File: config.mk
export PLATFORM = sky130hd
export DESIGN_NAME = adc_control_result_compare
export DESIGN_NICKNAME = d
export VERILOG_FILES = /design/src/hdl/adc_ctl_pkg.sv /design/src/hdl/adc_control_result_compare.sv
export SDC_FILE = /design/constraint.sdc
export NUM_CORES = 1
export LEC_CHECK = 0
export BUFFER_PORTS_ARGS = -buffer_cell sky130_fd_sc_hd__clkbuf_2
export CAP_MARGIN = 15
export CORE_AREA = 2 2 107 88
export CTS_CLUSTER_DIAMETER = 40
export CTS_CLUSTER_SIZE = 24
export DETAILED_ROUTE_END_ITERATION = 8
export DIE_AREA = 0 0 109 90
export PLACE_DENSITY = 0.74
export SLEW_MARGIN = 30
export SYNTH_ARGS = -nofsm -noshare
export SYNTH_HDL_FRONTEND = slang
export SYNTH_SLANG_ARGS = --single-unit
File: constraint.sdc
create_clock -name mclk -period 2.9 [get_ports mclk]
set_input_delay 0.29 -clock mclk [delete_from_list [all_inputs] [get_ports mclk]]
set_output_delay 0.29 -clock mclk [all_outputs]
set_load 0.01 [all_outputs]
File: src/hdl/adc_ctl_pkg.sv
// constants for the converter control, result and compare block
package adc_ctl_pkg;
    // register byte addresses
    localparam logic [7:0] OFS_STATUS_ONE = 8'h00;
    localparam logic [7:0] OFS_STATUS_TWO = 8'h04;
    localparam logic [7:0] OFS_RESULT_HI = 8'h08;
    localparam logic [7:0] OFS_RESULT_LO = 8'h0c;
    localparam logic [7:0] OFS_COMPARE_HI = 8'h10;
    localparam logic [7:0] OFS_COMPARE_LO = 8'h14;
    localparam logic [7:0] OFS_CONFIG = 8'h18;
    // status_control_one fields
    localparam int SC1_CONV_COMPLETE_FLAG_BIT = 7;
    localparam int SC1_CONT_BIT = 5;
    localparam logic [4:0] CHAN_OFF = 5'h1f;
    // status_control_two fields
    localparam int SC2_ACTIVE_BIT = 7;
    localparam int SC2_TRIG_BIT = 6;
    localparam int SC2_CMPEN_BIT = 5;
    localparam int SC2_CMPGE_BIT = 4;
    // config_reg fields
    localparam int CFG_LOWPWR_BIT = 7;
    localparam int CFG_DIV_LSB = 5;
    localparam int CFG_LSMP_BIT = 4;
    localparam int CFG_MODE_LSB = 2;
    localparam int CFG_ICLK_LSB = 0;
    // reset values
    localparam logic [4:0] RST_CHAN = 5'h1f;
    localparam logic [7:0] RST_CONFIG = 8'h00;
    localparam logic [7:0] RST_COMPARE = 8'h00;
    localparam logic [11:0] RST_RESULT = 12'h000;
    // conversion modes
    localparam logic [1:0] MODE_8 = 2'h0;
    localparam logic [1:0] MODE_12 = 2'h1;
    localparam logic [1:0] MODE_10 = 2'h2;
    localparam logic [1:0] MODE_RSVD = 2'h3;
    // input clock sources
    localparam logic [1:0] ICLK_BUS = 2'h0;
    localparam logic [1:0] ICLK_BUS_HALF = 2'h1;
    localparam logic [1:0] ICLK_ALT = 2'h2;
    localparam logic [1:0] ICLK_ASYNC = 2'h3;
endpackage : adc_ctl_pkg

File: src/hdl/adc_control_result_compare.sv
// register, trigger, result formatting and compare logic of the converter
//
// What this block does
// - active flag sets when a conversion starts, clears on completion or abort
// - trigger select: 0 starts on status_control_one write, 1 on hardware trigger
// - compare enable bit switches automatic compare of each result on or off
// - compare direction: 0 less than, 1 greater than or equal
// - high result holds upper 4 or 2 bits; unused upper bits read zero
// - results load on completion unless compare enabled and false, or results locked
// - on a compare event the stored result is result minus compare value
// - 12/10-bit: high read locks results until low read; completions then lost
// - 8-bit mode has no read interlock between high and low results
// - changing the mode field invalidates both result registers
// - low result holds bits 7:0, or whole 8-bit result
// - high compare supplies upper 4 or 2 bits; ignored in 8-bit mode
// - low compare bits always compared with lower eight result bits
// - low-power bit selects high-speed or reduced-power converter setting
// - divide field divides the chosen input clock by 1, 2, 4 or 8
// - sample-time bit selects short or long sample period
// - mode field: 00 8-bit, 01 12-bit, 10 10-bit, 11 reserved
// - input clock: bus, bus/2, alternate or internal asynchronous source
// - complete flag per completion or true compare; cleared by status_control_one write or low read
// - status_control_one write aborts an active conversion; starts anew unless channel all ones or hardware trigger selected
//
// The APB register port and the register addresses are this design's own decisions.
`timescale 1ns/1ps
module adc_control_result_compare (
    input wire logic mclk, // 200 MHz clock
    input wire logic rstn, // async reset, active low
    input wire logic psel, // apb select
    input wire logic penable, // apb access phase
    input wire logic pwrite, // apb write
    input wire logic [7:0] paddr, // apb byte address
    input wire logic [31:0] pwdata, // apb write data
    output logic [31:0] prdata, // apb read data
    output logic pready, // apb ready
    output logic pslverr, // apb error on unmapped address
    input wire logic hwTriggerInput, // hardware trigger, rising edge
    input wire logic altClkTick, // alternate clock enable pulse
    input wire logic asyncClkTick, // internal async clock enable pulse
    input wire logic convDone, // converter finished, one-cycle pulse
    input wire logic [11:0] convData, // raw converter result, right aligned
    output logic convStart, // start pulse to converter
    output logic convAbort, // abort pulse to converter
    output logic [4:0] convChannel, // channel to convert
    output logic [1:0] convMode, // resolution to converter
    output logic convLowPower, // reduced-power setting
    output logic convLongSample, // long sample period
    output logic convClkTick // converter clock enable pulse
);
    typedef struct packed {
        logic [4:0] chan;
        logic cont;
        logic conv_complete_flag;
        logic trigSel;
        logic cmpEn;
        logic cmpGe;
        logic active;
        logic [7:0] cvh;
        logic [7:0] cvl;
        logic [7:0] cfg;
        logic [11:0] result;
        logic lock;
        logic hwPrev;
        logic busHalf;
        logic [2:0] divCnt;
        logic clkTick;
        logic start;
        logic abort;
        logic ready;
        logic slvErr;
        logic [31:0] rdata;
    } state_t;

    state_t s_q;
    state_t s_d;

    logic [1:0] mode;
    logic [1:0] divSel;
    logic [1:0] iclk;
    logic srcTick;
    logic [2:0] divLast;
    logic [11:0] resMask;
    logic [11:0] raw;
    logic [11:0] cmpVal;
    logic [11:0] diff;
    logic cmpTrue;
    logic lockMode;
    logic xferDone;
    logic xferFirst;
    logic wrDone;
    logic rdDone;
    logic hit;
    logic swStart;
    logic hwStart;
    logic chanOn;
    logic cocoSet;
    logic [7:0] rdByte;

    always_comb begin
        s_d = s_q;
        mode = s_q.cfg[adc_ctl_pkg::CFG_MODE_LSB +: 2];
        divSel = s_q.cfg[adc_ctl_pkg::CFG_DIV_LSB +: 2];
        iclk = s_q.cfg[adc_ctl_pkg::CFG_ICLK_LSB +: 2];
        // source selection and divider
        unique case (iclk)
            adc_ctl_pkg::ICLK_BUS: srcTick = 1'b1;
            adc_ctl_pkg::ICLK_BUS_HALF: srcTick = s_q.busHalf;
            adc_ctl_pkg::ICLK_ALT: srcTick = altClkTick;
            adc_ctl_pkg::ICLK_ASYNC: srcTick = asyncClkTick;
        endcase
        divLast = 3'((4'h1 << divSel) - 4'h1);
        s_d.busHalf = ~s_q.busHalf;
        s_d.clkTick = 1'b0;
        if (srcTick) begin
            if (s_q.divCnt >= divLast) begin
                s_d.divCnt = 3'h0;
                s_d.clkTick = 1'b1;
            end else begin
                s_d.divCnt = s_q.divCnt + 3'h1;
            end
        end
        // result formatting per mode, reserved mode acts as 12-bit
        unique case (mode)
            adc_ctl_pkg::MODE_8: resMask = 12'h0ff;
            adc_ctl_pkg::MODE_10: resMask = 12'h3ff;
            adc_ctl_pkg::MODE_12, adc_ctl_pkg::MODE_RSVD: resMask = 12'hfff;
        endcase
        raw = convData & resMask;
        cmpVal = {s_q.cvh[3:0], s_q.cvl} & resMask;
        diff = (raw - cmpVal) & resMask;
        cmpTrue = s_q.cmpGe ? (raw >= cmpVal) : (raw < cmpVal);
        lockMode = (mode != adc_ctl_pkg::MODE_8);
        // apb: access answered one cycle after it opens
        xferFirst = psel & penable & ~s_q.ready;
        xferDone = psel & penable & s_q.ready;
        hit = 1'b1;
        unique case (paddr)
            adc_ctl_pkg::OFS_STATUS_ONE:
                rdByte = {s_q.conv_complete_flag, 1'b0, s_q.cont, s_q.chan};
            adc_ctl_pkg::OFS_STATUS_TWO:
                rdByte = {s_q.active, s_q.trigSel, s_q.cmpEn, s_q.cmpGe, 4'h0};
            adc_ctl_pkg::OFS_RESULT_HI: rdByte = {4'h0, s_q.result[11:8]};
            adc_ctl_pkg::OFS_RESULT_LO: rdByte = s_q.result[7:0];
            adc_ctl_pkg::OFS_COMPARE_HI: rdByte = s_q.cvh;
            adc_ctl_pkg::OFS_COMPARE_LO: rdByte = s_q.cvl;
            adc_ctl_pkg::OFS_CONFIG: rdByte = s_q.cfg;
            default: begin
                rdByte = 8'h00;
                hit = 1'b0;
            end
        endcase
        s_d.ready = xferFirst;
        if (xferFirst) begin
            s_d.rdata = pwrite ? 32'h0 : {24'h0, rdByte};
            s_d.slvErr = ~hit;
        end else begin
            s_d.rdata = 32'h0;
            s_d.slvErr = 1'b0;
        end
        wrDone = xferDone & pwrite & hit;
        rdDone = xferDone & ~pwrite & hit;
        s_d.start = 1'b0;
        s_d.abort = 1'b0;
        swStart = 1'b0;
        s_d.hwPrev = hwTriggerInput;
        hwStart = hwTriggerInput & ~s_q.hwPrev & s_q.trigSel;
        // conversion completion
        cocoSet = 1'b0;
        if (convDone && s_q.active) begin
            s_d.active = 1'b0;
            if (!(s_q.lock && lockMode) && (!s_q.cmpEn || cmpTrue)) begin
                s_d.result = s_q.cmpEn ? diff : raw;
                s_d.conv_complete_flag = 1'b1;
                cocoSet = 1'b1;
            end
            if (s_q.cont && s_q.chan != adc_ctl_pkg::CHAN_OFF && !s_q.trigSel) begin
                swStart = 1'b1;
            end
        end
        // register reads with side effects
        if (rdDone && paddr == adc_ctl_pkg::OFS_RESULT_HI && lockMode) begin
            s_d.lock = 1'b1;
        end
        if (rdDone && paddr == adc_ctl_pkg::OFS_RESULT_LO) begin
            s_d.lock = 1'b0;
            // a flag set in this same cycle wins over the read clear
            if (!cocoSet) begin
                s_d.conv_complete_flag = 1'b0;
            end
        end
        if (!lockMode) begin
            s_d.lock = 1'b0;
        end
        // register writes
        if (wrDone) begin
            unique case (paddr)
                adc_ctl_pkg::OFS_STATUS_ONE: begin
                    s_d.chan = pwdata[4:0];
                    s_d.cont = pwdata[adc_ctl_pkg::SC1_CONT_BIT];
                    if (!cocoSet) begin
                        s_d.conv_complete_flag = 1'b0;
                    end
                    if (s_q.active && !(convDone)) begin
                        s_d.abort = 1'b1;
                        s_d.active = 1'b0;
                    end
                    if (pwdata[4:0] != adc_ctl_pkg::CHAN_OFF && !s_q.trigSel) begin
                        swStart = 1'b1;
                    end
                end
                adc_ctl_pkg::OFS_STATUS_TWO: begin
                    s_d.trigSel = pwdata[adc_ctl_pkg::SC2_TRIG_BIT];
                    s_d.cmpEn = pwdata[adc_ctl_pkg::SC2_CMPEN_BIT];
                    s_d.cmpGe = pwdata[adc_ctl_pkg::SC2_CMPGE_BIT];
                end
                adc_ctl_pkg::OFS_COMPARE_HI: s_d.cvh = pwdata[7:0];
                adc_ctl_pkg::OFS_COMPARE_LO: s_d.cvl = pwdata[7:0];
                adc_ctl_pkg::OFS_CONFIG: begin
                    s_d.cfg = pwdata[7:0];
                    if (pwdata[adc_ctl_pkg::CFG_MODE_LSB +: 2] != mode) begin
                        s_d.result = adc_ctl_pkg::RST_RESULT;
                        s_d.lock = 1'b0;
                    end
                end
                default: ;
            endcase
        end
        // starting a conversion
        if (hwStart && s_q.chan != adc_ctl_pkg::CHAN_OFF) begin
            swStart = 1'b1;
        end
        if (swStart) begin
            s_d.start = 1'b1;
            s_d.active = 1'b1;
        end
    end

    always_ff @(posedge mclk or negedge rstn) begin
        if (!rstn) begin
            s_q <= '{chan: adc_ctl_pkg::RST_CHAN,
                     cvh: adc_ctl_pkg::RST_COMPARE,
                     cvl: adc_ctl_pkg::RST_COMPARE,
                     cfg: adc_ctl_pkg::RST_CONFIG,
                     result: adc_ctl_pkg::RST_RESULT,
                     rdata: 32'h0,
                     divCnt: 3'h0,
                     default: 1'b0};
        end else begin
            s_q <= s_d;
        end
    end

    assign prdata = s_q.rdata;
    assign pready = s_q.ready;
    assign pslverr = s_q.slvErr;
    assign convStart = s_q.start;
    assign convAbort = s_q.abort;
    assign convChannel = s_q.chan;
    assign convMode = s_q.cfg[adc_ctl_pkg::CFG_MODE_LSB +: 2];
    assign convLowPower = s_q.cfg[adc_ctl_pkg::CFG_LOWPWR_BIT];
    assign convLongSample = s_q.cfg[adc_ctl_pkg::CFG_LSMP_BIT];
    assign convClkTick = s_q.clkTick;
endmodule : adc_control_result_compare

Yosys cells after proc, flatten, opt, wreduce, memory -nomap -nowiden
Cells that the tools add are included.
- register bits after elaboration: 90
- bits of input ports: 61
- $add $sub $neg: 3
- order comparisons: 3
- equal/unequal tests: 15
- shift-type cells: 1
- muxes and demuxes: 44
- bitwise logic cells: 17
- reductions and logical operators: 27
- operators with widths (cell ; count):
    $pmux W8 S7 ; 1
    $mux W42 ; 1
    $and A12 B12 Y12 ; 3
    $mux W12 ; 3
    $pmux W12 S3 ; 1
    $mux W33 ; 1
    $mux W1 ; 29
    $eq A8 B5 Y1 const B ; 3
    $mux W8 ; 3
    $mux W21 ; 1
    $eq A8 B4 Y1 const B ; 2
    $mux W13 ; 1
    $ge A12 B12 Y1 ; 1
    $lt A12 B12 Y1 ; 1
    $sub A12 B12 Y12 ; 1
    $logic_and A1 B1 Y1 ; 11
    $ne A5 B5 Y1 const B ; 2
    $reduce_and A2 Y1 ; 5
    $and A1 B1 Y1 ; 9
    $eq A2 B2 Y1 const B ; 4
    $eq A8 B3 Y1 const B ; 1
    $logic_not A8 Y1 ; 1
    $reduce_or A7 Y1 ; 1
    $mux W3 ; 2
    13 further kinds ; 22

Logic depth before layout (Yosys ltp)
- depth in word-level cells: 16
- depth in mapped cells: 11
- depth with buffers taken out: 10

Worst setup path after synthesis
No wires, ideal clock.
- path kind: register to register
- from: register s_q, in the netlist convMode[1]
- to: register s_q[51] (netlist bit)
- arrival time: 2.437 ns
- required time: 2.805 ns
- path slack: 0.368 ns
- stages on the path, launching flop included: 12
- buffers on the path: 2
- cells stage by stage: dfrtp_1 clkbuf_1 or2_2 and2_1 ha_1 o211ai_1 o21ai_0 a31oi_1 and2_1 clkbuf_1 nand2_1 o31ai_1
- RTL lines (element ; RTL line ; text):
    start: declaration ; adc_control_result_compare.sv:75 ; state_t s_q;
    start signal: assignment ; adc_control_result_compare.sv:241 ; s_q <= '{chan: adc_ctl_pkg::RST_CHAN,

==> run metrics <==
Async S/R FF share, synth=100.0%; WL final=10.65 mm; Placeable Area=8805 µm²; headroom to the max-slew limit=44.68%; Std-Cell Rows=31; ranking of synthesized cells by area=dfrtp_1, mux2_2, buf_4; CTS root buf=clkbuf_8; Worst Path Class, Setup=reg -> reg; first-pass GRT wire length=16.92 mm; HPWL Detailed=8.110 mm; Slew @ Worst Pin=829.8 ps; pin count of the biggest net entering global routing=38; vias per cell=5.773; synth unique cells=65; Iter 0 DRT Violations=262; main flop type after synthesis=dfrtp_1; share of the synthesized area in the top cell type=35.69%; ANT nets after route=0; Avg WL per Cell=17.89 µm; crit end category=flip-flop; worst min path class=in -> async; top layer used by detailed routing=met4; initial core utilization=48.57%; initial antenna violation count=0; setup TNS=0 ps; met2 WL=4.697 mm; die width=109 µm; max-slew violation count=0; Tcrit/Tclk final=91.72%; RSZ-0062 raised after global routing=false; Synth Register Bits=66; most numerous cell in the Yosys netlist=dfrtp_1; Startpoint Class=flip-flop; outcome=completed; total chip power=1.961 mW; Num CTS Buffers=9; layout net count=552; FF-to-FF Start=convMode[1]$_DFFE_PN0P_; hold buffers post-CTS=0; Synth Warn #=0; CTS clock-pin slew for the worst setup and hold paths=70 ps; Clock Latency Late Sink=340 ps; # DRC=0; antenna cells=0; WP data required=3140 ps; clk sink count=66; final hold violation count=0; clk buf depth=2; Max VDD drop=315.0 µV; Total Die Area=9810 µm²; io pins=107; CTS tree=built; max-cap viol count=0; Placer Congestion=0.9052; vias in the first global route=3,239; PwrDens=416.2 nW/µm²; Port Buf Inserts=58; # setup viols final=0; Area Overhead vs Synth=10.21%; post-synthesis cell count=432; Max Clock Freq=375.9 MHz; total gr overflow=0; share of layout cells above drive strength 1=28.75%; CP startpoint=convMode[1]$_DFFE_PN0P_; Met3 Wirelength=906 µm; Die H=90 µm; met1 WL=4.873 mm; sequential share of the synthesized area=38.77%; Vias=3,435; min cycle time layout=2660 ps; Global Route Usage Sum=22.54%; Pleak=2.182 nW; Synth area leader=dfrtp_1; Final Skew=6.276 ps; Pre-Repair DR Iteration Count=5; Post-synth EDFFs=0; CP arrival=2900 ps; Post-Syn Area=4277 µm²; syn avg cell area=9.900 µm²; CTS H-tree lvls=3; Synth top cells by count=dfrtp_1, buf_4, mux2_2; worst-path fanout max=10
worst max-delay path, stage by stage (launching register included):
cell and delay [ps]:
dfrtp_1 380, or2_2 350, and2_1 200, ha_1 330, o211ai_1 120, o21ai_0 140
a31oi_1 190, and2_1 410, nand2_1 160, o31ai_1 300
path summary, 6_finish.rpt:
kind                                         endpoint  slack [ps]  cells after the start
setup / recovery                    s_q[45]$_DFF_PN0_         240                      9
hold / removal                      s_q[83]$_DFF_PN0_          30                      1
setup reg to reg                    s_q[45]$_DFF_PN0_         240                      9
hold reg to reg                     s_q[40]$_DFF_PN0_         420                      1
max in group asynchronous  convChannel[3]$_DFFE_PN1P_        2130                      2
min in group mclk                   s_q[41]$_DFF_PN0_          70                      1
power breakdown:
part | switching (mW) | total, mW | internal [mW]
Combinational | 0.117 | 0.181 | 0.0633
Clock | 0.340 | 0.845 | 0.504
Sequential | 0.00628 | 0.936 | 0.930
Total | 0.464 | 1.96 | 1.50
layout by cell type (no fill, tap or decap), types with 3 or more instances in the layout:
master	netlist	layout
mux2_2	36	36
o211ai_1	7	7
clkbuf_8	0	10
or3_1	3	3
a21o_1	4	4
nand3_1	9	9
o22ai_1	4	4
conb_1	1	24
a31o_2	3	3
a222oi_1	4	4
xnor2_1	5	5
ha_1	15	15
a21oi_1	22	22
mux2i_1	12	12
xor2_1	4	4
dfrtp_1	61	61
nor3b_4	3	3
nor2_1	24	23
inv_1	17	17
or2_2	4	4
and4_1	3	3
and2_1	8	8
a22oi_1	4	4
nand2b_1	5	5
dfstp_2	5	5
and3_1	3	3
a21boi_0	3	3
nand2_1	29	29
buf_4	39	3
a211oi_1	10	10
nor3_1	6	6
clkbuf_2	0	58
nor2b_1	5	5
a221oi_1	4	4
o21ai_0	21	21
o31ai_1	3	3
cells by family after synthesis:
kind of cell    share of synthesized area, %
compound gates                         16.85
xor+xnor                               1.843
fa+ha+maj                              4.857
buf+inv                                9.625
flops                                  38.77
mux                                    12.29
other cells                          0.08769
simple gates                           15.68
metrics by stage:
step	std cells	hold slack (ps)	util, %	instance area (µm²)	worst slack [ps]
after floorplan	455	-5.591	-	4363	368.0
after global placement	579	399.5	51.02	4492	257.1
after detailed placement	579	406.3	51.02	4492	184.7
after CTS	595	49.16	53.50	4711	191.0
after global routing	595	53.77	53.53	4713	52.61
final	595	34.23	53.53	4713	240.0
flip-flops by register name (all words and copies together) (netlist names), 2 cells and up:
register     flops
convMode         2
divSel           2
iclk             2
s_q             40
prdata           8
convChannel      5
what timing repair did:
action	CTS	global route
resized for setup	0	1
endpoints found under the setup margin	0	9
setup buffers	0	0
per-layer routing:
| layer | vias to the layer above | GRT usage [%] |
|---|---|---|
| met1 | 1656 | 33.27 |
| met2 | 166 | 32.14 |
| met4 | 0 | 7.372 |
| li1 | 1596 | - |
| met5 | - | 0 |
| met3 | 17 | 5.511 |
cell type report:
| cell class | instances | area [µm²] |
|---|---|---|
| fill | 787 | 4091 |
| multi-input combinational | 319 | 2296 |
| sequential | 66 | 1658 |
| timing repair buffer | 62 | 332.8 |
| tap | 115 | 143.9 |
| clock buffer | 11 | 141.4 |
| clock inverter | 5 | 77.57 |
| inverter | 17 | 63.81 |
No activity file was read; power rests on OpenSTA's default activity.
